--- config.mk ---
export PLATFORM = sky130hd
export DESIGN_NAME = datsi_top
export DESIGN_NICKNAME = d
export VERILOG_FILES = /design/src/rtl/datsi_pkg.sv /design/src/rtl/datsi_sync.sv /design/src/rtl/datsi_top.sv
export SDC_FILE = /design/constraint.sdc
export NUM_CORES = 1
export LEC_CHECK = 0
export BUFFER_PORTS_ARGS = -buffer_cell sky130_fd_sc_hd__buf_4
export CORE_MARGIN = 3
export CORE_UTILIZATION = 40
export DETAILED_ROUTE_END_ITERATION = 8
export GPL_ROUTABILITY_DRIVEN = 0
export SLEW_MARGIN = 10
export SYNTH_ARGS = -nofsm -noshare
export SYNTH_HDL_FRONTEND = slang
export SYNTH_HIERARCHICAL = 1
export SYNTH_SLANG_ARGS = --single-unit
--- constraint.sdc ---
create_clock -name aclk -period 5 [get_ports aclk]
set_clock_uncertainty 0.1 [all_clocks]
set_input_delay 0.25 -clock aclk [delete_from_list [all_inputs] [get_ports aclk]]
set_output_delay 0.25 -clock aclk [all_outputs]
set_load 0.01 [all_outputs]
--- src/rtl/datsi_pkg.sv ---
// Purpose: Shared constants, types and helpers for the serial audio input stage.
// Assumes: One clock (aclk, 250 MHz); all serial inputs are asynchronous to it.
// Notes:   Register map sits on an AXI4-Lite slave with 32-bit data.

package datsi_pkg;

   // ------------------------------------------------------------
   // Register map
   // ------------------------------------------------------------
   localparam logic [7:0] ADDR_CTRL = 8'h00;
   localparam logic [7:0] ADDR_ROUTE = 8'h04;
   localparam logic [7:0] ADDR_PCG_DIV = 8'h08;
   localparam logic [7:0] ADDR_OSC_DIV = 8'h0C;
   localparam logic [7:0] ADDR_LEFT = 8'h10;
   localparam logic [7:0] ADDR_RIGHT = 8'h14;
   localparam logic [7:0] ADDR_STATUS = 8'h18;

   localparam logic [31:0] CTRL_RESET = 32'h0000_0011;
   localparam logic [31:0] ROUTE_RESET = 32'h0000_0000;
   localparam logic [31:0] PCG_DIV_RESET = 32'h0000_0004;
   localparam logic [31:0] OSC_DIV_RESET = 32'h0000_0002;

   localparam logic [1:0] RESP_OKAY = 2'h0;
   localparam logic [1:0] RESP_DECERR = 2'h3;

   // ------------------------------------------------------------
   // Framing
   // ------------------------------------------------------------
   localparam logic [5:0] SCLK_PER_HALF = 6'h20;
   localparam logic [5:0] CNT_MAX = 6'h3F;
   localparam int SAMPLE_W = 24;

   typedef enum logic [1:0] {
      FMT_LEFT = 2'b00,
      FMT_I2S = 2'b01,
      FMT_RIGHT = 2'b10
   } datsi_fmt_t;

   typedef enum logic [1:0] {
      SRC_PIN = 2'b00,
      SRC_PCG = 2'b01,
      SRC_PORT = 2'b10
   } datsi_src_t;

   // Control word: [1:0] format, [3:2] width select, [4] enable.
   typedef struct packed {
      logic [26:0] rsvd;
      logic enable;
      logic [1:0] wsel;
      datsi_fmt_t fmt;
   } datsi_ctrl_t;

   // Routing word: pin indices for clock, sync, data and generator input.
   typedef struct packed {
      logic [16:0] rsvd;
      logic [2:0] pcg_pin;
      logic pcg_from_pin;
      logic [2:0] data_pin;
      logic [2:0] fs_pin;
      logic [2:0] sclk_pin;
      datsi_src_t clk_src;
   } datsi_route_t;

   typedef struct packed {
      logic left;
      logic [SAMPLE_W-1:0] data;
   } datsi_word_t;

   function automatic logic [5:0] width_of(input logic [1:0] wsel);
      case (wsel)
         2'h0: width_of = 6'h10;
         2'h1: width_of = 6'h12;
         2'h2: width_of = 6'h14;
         default: width_of = 6'h18;
      endcase
   endfunction : width_of

   function automatic logic [5:0] msb_offset(input datsi_fmt_t fmt, input logic [1:0] wsel);
      case (fmt)
         FMT_LEFT: msb_offset = 6'h00;
         FMT_RIGHT: msb_offset = SCLK_PER_HALF - width_of(wsel);
         default: msb_offset = 6'h01;
      endcase
   endfunction : msb_offset

endpackage : datsi_pkg

--- src/rtl/datsi_sync.sv ---
// Purpose: Three-stage synchroniser with agreement filter for a group of pins.
// Assumes: Inputs are asynchronous to aclk.
// Notes:   Output follows only when the second and third stage agree.

`timescale 1ns/10ps

module datsi_sync
   import datsi_pkg::*;
#(
   parameter int W = 4
)
(
   // Clock and reset
   input wire logic aclk,
   input wire logic aresetn,
   // Data
   input wire logic [W-1:0] din,
   output logic [W-1:0] dout
);

   logic [W-1:0] s1_reg;
   logic [W-1:0] s2_reg;
   logic [W-1:0] s3_reg;
   logic [W-1:0] stable_reg;

   always_ff @(posedge aclk)
   begin
      if (!aresetn)
      begin
         s1_reg <= '0;
         s2_reg <= '0;
         s3_reg <= '0;
         stable_reg <= '0;
      end
      else
      begin
         s1_reg <= din;
         s2_reg <= s1_reg;
         s3_reg <= s2_reg;
         // A bit that differs between stages is still settling, so it holds.
         stable_reg <= (s3_reg & ~(s2_reg ^ s3_reg)) | (stable_reg & (s2_reg ^ s3_reg));
      end
   end

   assign dout = stable_reg;

endmodule : datsi_sync

--- src/rtl/datsi_top.sv ---
// Purpose: Serial audio input formatter with routing, clock generator and oversampling divider.
// Assumes: Serial clock is slow against aclk (at least 80 ns period against 4 ns).
// Notes:   Registers are reached over AXI4-Lite; unmapped addresses answer DECERR.

`timescale 1ns/10ps

module datsi_top
   import datsi_pkg::*;
#(
   parameter int NPINS = 8
)
(
   // Clock and reset
   input wire logic aclk,
   input wire logic aresetn,
   // AXI4-Lite write
   input wire logic [7:0] s_axi_awaddr,
   input wire logic s_axi_awvalid,
   output logic s_axi_awready,
   input wire logic [31:0] s_axi_wdata,
   input wire logic [3:0] s_axi_wstrb,
   input wire logic s_axi_wvalid,
   output logic s_axi_wready,
   output logic [1:0] s_axi_bresp,
   output logic s_axi_bvalid,
   input wire logic s_axi_bready,
   // AXI4-Lite read
   input wire logic [7:0] s_axi_araddr,
   input wire logic s_axi_arvalid,
   output logic s_axi_arready,
   output logic [31:0] s_axi_rdata,
   output logic [1:0] s_axi_rresp,
   output logic s_axi_rvalid,
   input wire logic s_axi_rready,
   // Pins and sources
   input wire logic [NPINS-1:0] external_audio_pin,
   input wire logic main_clock_input_pin,
   input wire logic port_sclk,
   input wire logic port_fs,
   input wire logic oversampling_clock,
   // Encoder side
   output logic word_valid,
   output datsi_word_t word_out,
   output logic pair_valid,
   output logic [SAMPLE_W-1:0] pair_left,
   output logic [SAMPLE_W-1:0] pair_right,
   output logic biphase_clock,
   output logic biphase_tick
);

   // ------------------------------------------------------------
   // Register file and AXI4-Lite slave
   // ------------------------------------------------------------
   logic [31:0] ctrl_word_reg;
   logic [31:0] route_word_reg;
   logic [15:0] pcg_div_reg;
   logic [7:0] osc_div_reg;
   logic [15:0] pair_cnt_reg;
   logic aw_have_reg;
   logic w_have_reg;
   logic [7:0] aw_addr_reg;
   logic [31:0] w_data_reg;
   logic [3:0] w_strb_reg;
   logic bvalid_reg;
   logic [1:0] bresp_reg;
   logic rvalid_reg;
   logic [31:0] rdata_reg;
   logic [1:0] rresp_reg;
   logic do_write;
   datsi_ctrl_t ctrl;
   datsi_route_t route;

   function automatic logic [31:0] merge(input logic [31:0] old, input logic [31:0] nw, input logic [3:0] strb);
      for (int i = 0; i < 4; i++)
      begin
         merge[8*i +: 8] = strb[i] ? nw[8*i +: 8] : old[8*i +: 8];
      end
   endfunction : merge

   assign ctrl = datsi_ctrl_t'(ctrl_word_reg);
   assign route = datsi_route_t'(route_word_reg);
   assign s_axi_awready = !aw_have_reg && !bvalid_reg;
   assign s_axi_wready = !w_have_reg && !bvalid_reg;
   assign do_write = aw_have_reg && w_have_reg && !bvalid_reg;
   assign s_axi_bvalid = bvalid_reg;
   assign s_axi_bresp = bresp_reg;
   assign s_axi_arready = !rvalid_reg;
   assign s_axi_rvalid = rvalid_reg;
   assign s_axi_rdata = rdata_reg;
   assign s_axi_rresp = rresp_reg;

   always_ff @(posedge aclk)
   begin
      if (!aresetn)
      begin
         aw_have_reg <= 1'b0;
         w_have_reg <= 1'b0;
         aw_addr_reg <= 8'h00;
         w_data_reg <= 32'h0000_0000;
         w_strb_reg <= 4'h0;
         bvalid_reg <= 1'b0;
         bresp_reg <= RESP_OKAY;
      end
      else
      begin
         if (s_axi_awvalid && s_axi_awready)
         begin
            aw_have_reg <= 1'b1;
            aw_addr_reg <= s_axi_awaddr;
         end
         if (s_axi_wvalid && s_axi_wready)
         begin
            w_have_reg <= 1'b1;
            w_data_reg <= s_axi_wdata;
            w_strb_reg <= s_axi_wstrb;
         end
         if (do_write)
         begin
            aw_have_reg <= 1'b0;
            w_have_reg <= 1'b0;
            bvalid_reg <= 1'b1;
            bresp_reg <= (aw_addr_reg[7:2] <= ADDR_STATUS[7:2]) ? RESP_OKAY : RESP_DECERR;
         end
         else if (bvalid_reg && s_axi_bready)
         begin
            bvalid_reg <= 1'b0;
         end
      end
   end

   always_ff @(posedge aclk)
   begin
      if (!aresetn)
      begin
         ctrl_word_reg <= CTRL_RESET;
         route_word_reg <= ROUTE_RESET;
         pcg_div_reg <= PCG_DIV_RESET[15:0];
         osc_div_reg <= OSC_DIV_RESET[7:0];
      end
      else if (do_write)
      begin
         case ({aw_addr_reg[7:2], 2'b00})
            ADDR_CTRL: ctrl_word_reg <= merge(ctrl_word_reg, w_data_reg, w_strb_reg) & 32'h0000_001F;
            ADDR_ROUTE: route_word_reg <= merge(route_word_reg, w_data_reg, w_strb_reg) & 32'h0000_7FFF;
            ADDR_PCG_DIV: pcg_div_reg <= 16'(merge({16'h0000, pcg_div_reg}, w_data_reg, w_strb_reg));
            ADDR_OSC_DIV: osc_div_reg <= w_strb_reg[0] ? w_data_reg[7:0] : osc_div_reg;
            default: ctrl_word_reg <= ctrl_word_reg;
         endcase
      end
   end

   always_ff @(posedge aclk)
   begin
      if (!aresetn)
      begin
         rvalid_reg <= 1'b0;
         rdata_reg <= 32'h0000_0000;
         rresp_reg <= RESP_OKAY;
      end
      else if (s_axi_arvalid && s_axi_arready)
      begin
         rvalid_reg <= 1'b1;
         rresp_reg <= RESP_OKAY;
         case ({s_axi_araddr[7:2], 2'b00})
            ADDR_CTRL: rdata_reg <= ctrl_word_reg;
            ADDR_ROUTE: rdata_reg <= route_word_reg;
            ADDR_PCG_DIV: rdata_reg <= {16'h0000, pcg_div_reg};
            ADDR_OSC_DIV: rdata_reg <= {24'h000000, osc_div_reg};
            ADDR_LEFT: rdata_reg <= {8'h00, pair_left};
            ADDR_RIGHT: rdata_reg <= {8'h00, pair_right};
            ADDR_STATUS: rdata_reg <= {16'h0000, pair_cnt_reg};
            default:
            begin
               rdata_reg <= 32'h0000_0000;
               rresp_reg <= RESP_DECERR;
            end
         endcase
      end
      else if (rvalid_reg && s_axi_rready)
      begin
         rvalid_reg <= 1'b0;
      end
   end

   // ------------------------------------------------------------
   // Synchronisers and signal routing
   // ------------------------------------------------------------
   logic [NPINS+3:0] pins_s;
   logic [NPINS-1:0] ext_s;
   logic pcg_sclk_reg;
   logic pcg_fs_reg;
   logic sclk_sel;
   logic fs_sel;
   logic data_sel;

   datsi_sync #(.W(NPINS + 4)) u_sync (
      .aclk(aclk),
      .aresetn(aresetn),
      .din({oversampling_clock, port_fs, port_sclk, main_clock_input_pin, external_audio_pin}),
      .dout(pins_s)
   );

   assign ext_s = pins_s[NPINS-1:0];
   assign data_sel = ext_s[route.data_pin];

   always_comb
   begin
      case (route.clk_src)
         SRC_PCG:
         begin
            sclk_sel = pcg_sclk_reg;
            fs_sel = pcg_fs_reg;
         end
         SRC_PORT:
         begin
            sclk_sel = pins_s[NPINS+1];
            fs_sel = pins_s[NPINS+2];
         end
         default:
         begin
            sclk_sel = ext_s[route.sclk_pin];
            fs_sel = ext_s[route.fs_pin];
         end
      endcase
   end

   // ------------------------------------------------------------
   // Programmable clock generator
   // ------------------------------------------------------------
   logic pcg_in;
   logic pcg_in_q_reg;
   logic [15:0] pcg_cnt_reg;
   logic [4:0] pcg_bit_reg;

   assign pcg_in = route.pcg_from_pin ? ext_s[route.pcg_pin] : pins_s[NPINS];

   // Frame sync flips on a falling serial clock so it is steady at the rising one.
   always_ff @(posedge aclk)
   begin
      if (!aresetn)
      begin
         pcg_in_q_reg <= 1'b0;
         pcg_cnt_reg <= 16'h0000;
         pcg_sclk_reg <= 1'b0;
         pcg_fs_reg <= 1'b0;
         pcg_bit_reg <= 5'h00;
      end
      else
      begin
         pcg_in_q_reg <= pcg_in;
         if (pcg_in && !pcg_in_q_reg)
         begin
            if (pcg_cnt_reg + 16'h0001 >= pcg_div_reg)
            begin
               pcg_cnt_reg <= 16'h0000;
               pcg_sclk_reg <= !pcg_sclk_reg;
               if (pcg_sclk_reg)
               begin
                  pcg_bit_reg <= pcg_bit_reg + 5'h01;
                  if (pcg_bit_reg == 5'h1F)
                  begin
                     pcg_fs_reg <= !pcg_fs_reg;
                  end
               end
            end
            else
            begin
               pcg_cnt_reg <= pcg_cnt_reg + 16'h0001;
            end
         end
      end
   end

   // ------------------------------------------------------------
   // Oversampling clock divider
   // ------------------------------------------------------------
   logic osc_q_reg;
   logic osc_rise;
   logic [7:0] osc_cnt_reg;
   logic biphase_reg;
   logic tick_reg;

   assign osc_rise = pins_s[NPINS+3] && !osc_q_reg;

   always_ff @(posedge aclk)
   begin
      if (!aresetn)
      begin
         osc_q_reg <= 1'b0;
         osc_cnt_reg <= 8'h00;
         biphase_reg <= 1'b0;
         tick_reg <= 1'b0;
      end
      else
      begin
         osc_q_reg <= pins_s[NPINS+3];
         tick_reg <= 1'b0;
         if (osc_rise)
         begin
            if (osc_cnt_reg + 8'h01 >= osc_div_reg)
            begin
               osc_cnt_reg <= 8'h00;
               biphase_reg <= !biphase_reg;
               tick_reg <= 1'b1;
            end
            else
            begin
               osc_cnt_reg <= osc_cnt_reg + 8'h01;
            end
         end
      end
   end

   assign biphase_clock = biphase_reg;
   assign biphase_tick = tick_reg;

   // ------------------------------------------------------------
   // Serial receiver
   // ------------------------------------------------------------
   logic sclk_q_reg;
   logic sclk_rise;
   logic fs_prev_reg;
   logic framed_reg;
   logic fs_edge;
   logic [5:0] bit_cnt_reg;
   logic [5:0] bit_idx;
   logic [5:0] off;
   logic [5:0] wid;
   logic in_word;
   logic last_bit;
   logic [SAMPLE_W-1:0] shift_reg;
   logic [SAMPLE_W-1:0] shift_next;
   logic chan_left;

   assign sclk_rise = sclk_sel && !sclk_q_reg;
   assign fs_edge = fs_sel != fs_prev_reg;
   assign bit_idx = fs_edge ? 6'h00 : bit_cnt_reg;
   assign off = msb_offset(ctrl.fmt, ctrl.wsel);
   assign wid = width_of(ctrl.wsel);
   assign in_word = (bit_idx >= off) && (bit_idx < off + wid);
   assign last_bit = bit_idx == off + wid - 6'h01;
   assign shift_next = {shift_reg[SAMPLE_W-2:0], data_sel};
   assign chan_left = (ctrl.fmt == FMT_I2S) ? !fs_sel : fs_sel;

   always_ff @(posedge aclk)
   begin
      if (!aresetn)
      begin
         sclk_q_reg <= 1'b0;
         fs_prev_reg <= 1'b0;
         framed_reg <= 1'b0;
         bit_cnt_reg <= 6'h00;
         shift_reg <= '0;
      end
      else
      begin
         sclk_q_reg <= sclk_sel;
         if (sclk_rise)
         begin
            fs_prev_reg <= fs_sel;
            // Words are only taken once a sync edge has set framed_reg, so a mid-frame start is dropped.
            if (fs_edge)
            begin
               framed_reg <= ctrl.enable;
            end
            bit_cnt_reg <= (bit_idx == CNT_MAX) ? CNT_MAX : bit_idx + 6'h01;
            if (in_word)
            begin
               shift_reg <= shift_next;
            end
         end
      end
   end

   // ------------------------------------------------------------
   // Word and pair delivery
   // ------------------------------------------------------------
   logic word_valid_reg;
   datsi_word_t word_reg;
   logic pair_valid_reg;
   logic left_have_reg;
   logic [SAMPLE_W-1:0] left_reg;
   logic [SAMPLE_W-1:0] right_reg;
   logic word_done;
   logic [SAMPLE_W-1:0] aligned;

   assign word_done = sclk_rise && in_word && last_bit && (framed_reg || fs_edge) && ctrl.enable;
   assign aligned = shift_next << (6'(SAMPLE_W) - wid);

   always_ff @(posedge aclk)
   begin
      if (!aresetn)
      begin
         word_valid_reg <= 1'b0;
         word_reg <= '0;
         pair_valid_reg <= 1'b0;
         left_have_reg <= 1'b0;
         left_reg <= '0;
         right_reg <= '0;
         pair_cnt_reg <= 16'h0000;
      end
      else
      begin
         word_valid_reg <= word_done;
         pair_valid_reg <= 1'b0;
         if (word_done)
         begin
            word_reg <= '{left: chan_left, data: aligned};
            if (chan_left)
            begin
               left_reg <= aligned;
               left_have_reg <= 1'b1;
            end
            else if (left_have_reg)
            begin
               right_reg <= aligned;
               left_have_reg <= 1'b0;
               pair_valid_reg <= 1'b1;
               pair_cnt_reg <= pair_cnt_reg + 16'h0001;
            end
         end
      end
   end

   assign word_valid = word_valid_reg;
   assign word_out = word_reg;
   assign pair_valid = pair_valid_reg;
   assign pair_left = left_reg;
   assign pair_right = right_reg;
endmodule : datsi_top

==> flow_summary.ini, run 1 <==
[run_status]
run_status = finished, final reports clean

[route]
detail_route.wirelength_mm = 39.5
detail_route.first_pass.iterations = 6
routed_via_density = 5.26
route.antenna.remaining_nets = 0
dr_wl_cell_um = 17.8
drt-initial-drc-count = 926
via_count = 11687
drc = 0

[sta]
post-route-period-util_pct = 89.7
fin_ws_ns = 0.514
hold_violations = 0
slew_headroom_pct = 11.0
finalWorstPathRequiredPeriod_ns = 4.49
unrepaired_setup_endpoints_after_global_routing = false
worst_tran_pin_value_ns = 1.33
final_tns_setup_ns = 0
worst_hold_slack_ns = 0.100
fmax_mhz = 223
number_of_endpoints_failing_setup_at_the_final_stage = 0
finalMaxSlewViolations = 0

[floorplanning]
ioPinCount = 189
die_h_um = 195
die_width_um = 195
rows = 68
floorplan.die_area_um2 = 37900
placeable_core_region_um2 = 34800
initial_utilization_pct = 40.9

[critical_path]
critical_path_class = flip-flop to flip-flop
critical_path_buf_inv_count = 1
end_kind = flip-flop
worst-endpoint-arrival_ns = 4.81
kind_of_cell_adding_the_most_delay_to_the_critical_path = multiplexers
reg2reg_slack_ns = 0.51
critical_path.cell_chain = mux4_1 -> mux2i_2 -> mux2_4 -> xor2_2 -> nand2_1 -> ha_1 -> nand2b_1 -> a21o_1 -> a21o_1 -> a311oi_1 -> nor4_2 -> o21ai_2 -> or3_1 -> buf_4 -> mux2i_1
worstPathRequired_ns = 5.33
worst_path_largest_cell_delay_ns = 0.61
critical-path-slowest-cell = mux4_1
setup.worst_path.start_class = flip-flop
cp_max_fo = 14
critical_path.most_common_cell = a21o_1

[yosys]
synthTopCellsByCount = dfxtp_1 (304), nand2_1 (221), mux2i_1 (182)
synthTopCellsByArea = dfxtp_1 (43%), mux2i_1 (13%), nand2_1 (5.8%), nor2_1 (4.6%), ha_1 (4.2%)
synth.cell_area_um2 = 14200
yosysMostFrequentCell = dfxtp_1
synth_ff_type = dfxtp_1
post_synth_inst_count = 1579
post_synth.cell_area_avg_um2 = 9.02
ys_seq_area_share_pct = 42.7
synth_top_area_share_pct = 42.7
synth_largest_area_cell = dfxtp_1
async_reset_ff_share_pct = 0
synth_edf_count = 0
yosys_register_bits = 304
ys.warnings.count = 6
synth.lib_cells_used.distinct = 64

[pwr]
power.density_nw_per_um2 = 306
cellLeakagePower_nw = 7.13
ir_worst_vdd_uv = 209

[finish]
layout.cells.non_filler = 2221
largest_register_ff_count = 25
fraction_of_layout_instances_using_a_drive_strength_above_1_pct = 15.7
nNetsFinal = 1863
antennaDiodeCount = 0
fill_cells = 3248
synthToLayoutAreaGrowth_pct = 21.6

[hold_path]
worst_hold_path_type = input port to flip-flop

[place]
detailedPlace.worstSlack_ns = 0.580
dpl.cell_count = 2121
place.detailed.hpwl_mm = 28.7
port_buffers = 158

[job]
cap_violations = 0

[clocking]
cts_tree = yes
clock_tree.htree_level_count = 2
cts-buffers-inserted = 35
clkTransAtPathRegs_ns = 0.06
postCtsSetupRepairBufs = 0
ctsRootBufferMaster = clkbuf_16
tritoncts_num_sinks = 304
clockBufferDepth = 3
worst_skew_pair.late_latency_ns = 0.52

[global_route]
grt_start_max_net_pins = 95
grt.overflow.total = 0
grt_pass1_wl_mm = 62.3
antenna_found_initial = 0
track_usage_pct = 20.1
number_of_global_route_vias_before_repair = 11262
repair_timing:
item                      CTS  global route
resized for setup           0             0
hold buffers               40             0
hold endpoints to repair   40             0
cells by family (layout without fill, tap and decap cells):
family	count (synthesis)	in the layout	share of synthesized area, %
simple gates	591	591	18.8
flops	304	304	42.7
mux	201	201	15.0
compound gates	240	240	10.9
buf+inv	138	318	4.44
other cells	1	8	0.0263
xor+xnor	55	55	3.76
fa+ha+maj	49	49	4.36
placed cells by master (no fill, tap or decap), types with 9 or more instances in the layout:
master,n
dfxtp_1,304
nand2_1,221
mux2i_1,182
buf_4,178
nor2_1,174
a21oi_1,82
o21ai_0,49
ha_1,48
and2_1,46
dlygate4sd3_1,40
inv_1,38
clkbuf_16,36
nand3_1,32
xor2_1,32
nand2b_1,30
a22oi_1,27
xnor2_1,19
nor4_1,17
and3_1,16
nor2b_1,15
a222oi_1,12
nor3_1,11
nand4_1,9
mux2_2,9
where the power goes:
group / switching, W / total [W] / internal [W]
Clock: 0.00102 / 0.00262 / 0.00160
Combinational: 0.000116 / 0.000204 / 0.0000877
Sequential: 0.0000262 / 0.00248 / 0.00245
Total: 0.00116 / 0.00530 / 0.00414
path summary, 6_finish.rpt:
check / end / depth (start not counted) / start
max reg2reg: pair_left[10] / 15 / route[6]
min: s_axi_rresp[0] / 4 / s_axi_araddr[4]
max: pair_left[10] / 15 / route[6]
min reg2reg: u_sync/s2_reg[4] / 1 / u_sync/s1_reg[4]
metal layers:
layer	part of all wire (%)	track usage (%)	vias to the layer above
met2	46	32.6	318
met4	1.7	4.28	0
met5	0	0	-
met1	47	28.4	5561
met3	5.9	3.21	48
li1	-	-	5760
final cells by class:
class | instances | area (µm²) | area share (%)
Inverter | 40 | 153 | 0.882
Multi-Input combinational cell | 1144 | 7580 | 43.8
Clock inverter | 13 | 171 | 0.990
Tap cell | 455 | 569 | 3.29
Sequential cell | 304 | 6090 | 35.1
Clock buffer | 47 | 1020 | 5.90
Timing Repair Buffer | 218 | 1740 | 10.0
worst reg2reg max path, stage by stage, from the launching register on:
cell	delay [ns]
dfxtp_1	0.46
mux4_1	0.61
mux2i_2	0.27
mux2_4	0.29
xor2_2	0.35
nand2_1	0.17
ha_1	0.33
nand2b_1	0.15
a21o_1	0.17
a21o_1	0.17
a311oi_1	0.36
nor4_2	0.11
o21ai_2	0.15
or3_1	0.18
buf_4	0.29
mux2i_1	0.23
stage by stage:
stage / util (%) / power (W) / area (µm²)
2_1_floorplan: - / 0.00264 / 14300
3_3_place_gp: 45.2 / 0.00271 / 15700
3_5_place_dp: 45.2 / 0.00271 / 15700
4_1_cts: 49.8 / 0.00537 / 17300
5_1_grt: 49.8 / 0.00548 / 17300
6_report: 49.8 / 0.00530 / 17300
No activity file was read; power rests on OpenSTA's default activity.
==> inputs of run 2 (changes only) <==
--- a/config.mk
+++ b/config.mk
@@ -6,10 +6,13 @@
 export NUM_CORES = 1
 export LEC_CHECK = 0
 export BUFFER_PORTS_ARGS = -buffer_cell sky130_fd_sc_hd__buf_4
+export CELL_PAD_IN_SITES_DETAIL_PLACEMENT = 1
+export CELL_PAD_IN_SITES_GLOBAL_PLACEMENT = 1
 export CORE_MARGIN = 3
 export CORE_UTILIZATION = 40
 export DETAILED_ROUTE_END_ITERATION = 8
 export GPL_ROUTABILITY_DRIVEN = 0
+export PLACE_DENSITY_LB_ADDON = 0.1
 export SLEW_MARGIN = 10
 export SYNTH_ARGS = -nofsm -noshare
 export SYNTH_HDL_FRONTEND = slang
==> flow_summary.ini, run 2 (synthesized netlist as in run 1, its figures left out) <==
[place]
port_buffers = 158
place.detailed.hpwl_mm = 32.0
placed_area_um2 = 15700

[finish]
final_design_area_no_fill_um2 = 17200
antennaDiodeCount = 0
most_common_cell_after_layout_fill_and_taps_aside = dfxtp_1
largest_register_ff_count = 25
final_cell_mix = dfxtp_1 (304), nand2_1 (221), mux2i_1 (182)
fraction_of_layout_instances_using_a_drive_strength_above_1_pct = 15.1
nNetsFinal = 1862
synthToLayoutAreaGrowth_pct = 20.9

[floorplanning]
floorplan.die_area_um2 = 37900
rows = 68
initial_utilization_pct = 40.9
ioPinCount = 189
die_width_um = 195
die_h_um = 195
placeable_core_region_um2 = 34800

[critical_path]
critical_path.cell_chain = mux4_1 -> mux2i_2 -> mux2_4 -> xor2_2 -> and2_1 -> ha_1 -> nor2b_1 -> o21a_1 -> o21ai_0 -> a21oi_1 -> nor4_2 -> o21ai_2 -> buf_4 -> nor3_2 -> buf_12 -> mux2i_1
setup.worst_path.start_class = flip-flop
worstPathRequired_ns = 5.33
critical_path_class = flip-flop to flip-flop
critical-path-slowest-cell = mux4_1
cp_max_fo = 20
end_kind = flip-flop
worst_path_largest_cell_delay_ns = 0.62
worst-endpoint-arrival_ns = 4.96

[global_route]
antenna_found_initial = 0
grt.overflow.total = 0
grt_start_max_net_pins = 98
track_usage_pct = 22.8
number_of_global_route_vias_before_repair = 12359
grt_pass1_wl_mm = 69.5

[pwr]
ir_worst_vdd_uv = 294
power.density_nw_per_um2 = 299
cellLeakagePower_nw = 7.07

[clocking]
clock_tree.htree_level_count = 2
post_cts_hold_buffer_count = 39
cts_tree = yes
clkTransAtPathRegs_ns = 0.06
tritoncts_num_sinks = 304
cts-buffers-inserted = 35
clockBufferDepth = 3
postCtsSetupRepairBufs = 0
ctsRootBufferMaster = clkbuf_16
worst_skew_pair.late_latency_ns = 0.52
cts_repair_resize_count = 0

[sta]
finalMaxSlewViolations = 0
finalWorstPathRequiredPeriod_ns = 4.63
number_of_endpoints_failing_setup_at_the_final_stage = 0
hold_violations = 0
fmax_mhz = 216
post-route-period-util_pct = 92.6
unrepaired_setup_endpoints_after_global_routing = false
final_tns_setup_ns = 0
slew_headroom_pct = 18.4
worst_tran_pin_value_ns = 1.22

[route]
via_count = 11962
dr_wl_cell_um = 19.9
drt-initial-drc-count = 617
detail_route.first_pass.iterations = 7
route.antenna.remaining_nets = 0
routed_via_density = 5.39
detail_route.wirelength_mm = 44.2
drc = 0

[run_status]
run_status = finished, final reports clean

[hold_path]
worst_hold_path_type = input port to flip-flop

[job]
cap_violations = 0
==> run 2: cell count changes in the layout (fill, tap and decap cells not counted), moves of 2 or more <==
cell       previous run  this run
buf_12                0         2
buf_4               178       176
bufinv_16             3         1
clkbuf_1              3        11
clkinv_2              4         1
clkinv_4              2         0
==> run 2: routing by layer <==
metal	global-route usage (%)	share of wire (%)	up-vias
li1	-	-	5763
met1	31.9	48	5917
met2	37.2	46	222
met3	2.89	4.1	60
met4	5.98	2.3	0
met5	0	0	-
==> run 2: final cells by class <==
class,instances,area [µm²]
fill,4028,17600
inverter,40,153
sequential,304,6090
multi-input combinational,1144,7570
clock buffer,55,1040
timing repair buffer,217,1750
clock inverter,3,43.8
tap,455,569
==> run 2: path summary, 6_finish.rpt <==
| check | from | end | slack [ns] | depth (start not counted) |
|---|---|---|---|---|
| worst max-delay path | route[6] | pair_right[9] | 0.37 | 16 |
| worst max register to register | route[6] | pair_right[9] | 0.37 | 16 |
| worst min register to register | u_sync/s1_reg[8] | u_sync/s2_reg[8] | 0.33 | 1 |
| worst min-delay path | aresetn | ctrl[4] | 0.02 | 2 |
==> run 2: power by group <==
part           switching, W  internal [W]
Combinational      0.000123     0.0000869
Sequential        0.0000268       0.00245
Clock              0.000992       0.00147
==> run 2: through the flow <==
step	util (%)	setup WS, ns	instances	hold WS (ns)	power [W]
global placement	45.2	0.617	2121	0.316	0.00272
floorplan	-	0.733	1586	0.249	0.00264
CTS	49.5	0.352	2218	0.000741	0.00523
detailed placement	45.2	0.483	2121	0.324	0.00272
finish	49.5	0.371	2218	0.0221	0.00515
global route	49.5	0.0900	2218	0.0194	0.00534
==> run 2: critical path, delay by kind of cell, from the launching register on <==
family	cells	cell delay (ns)
buffers and inverters	2	0.48
AOI/OAI and AO/OA	4	0.58
xor gates and xnor gates	1	0.37
and+or+nand+nor	4	0.93
adders and majority gates	1	0.24
muxes	4	1.37
DFF	1	0.45
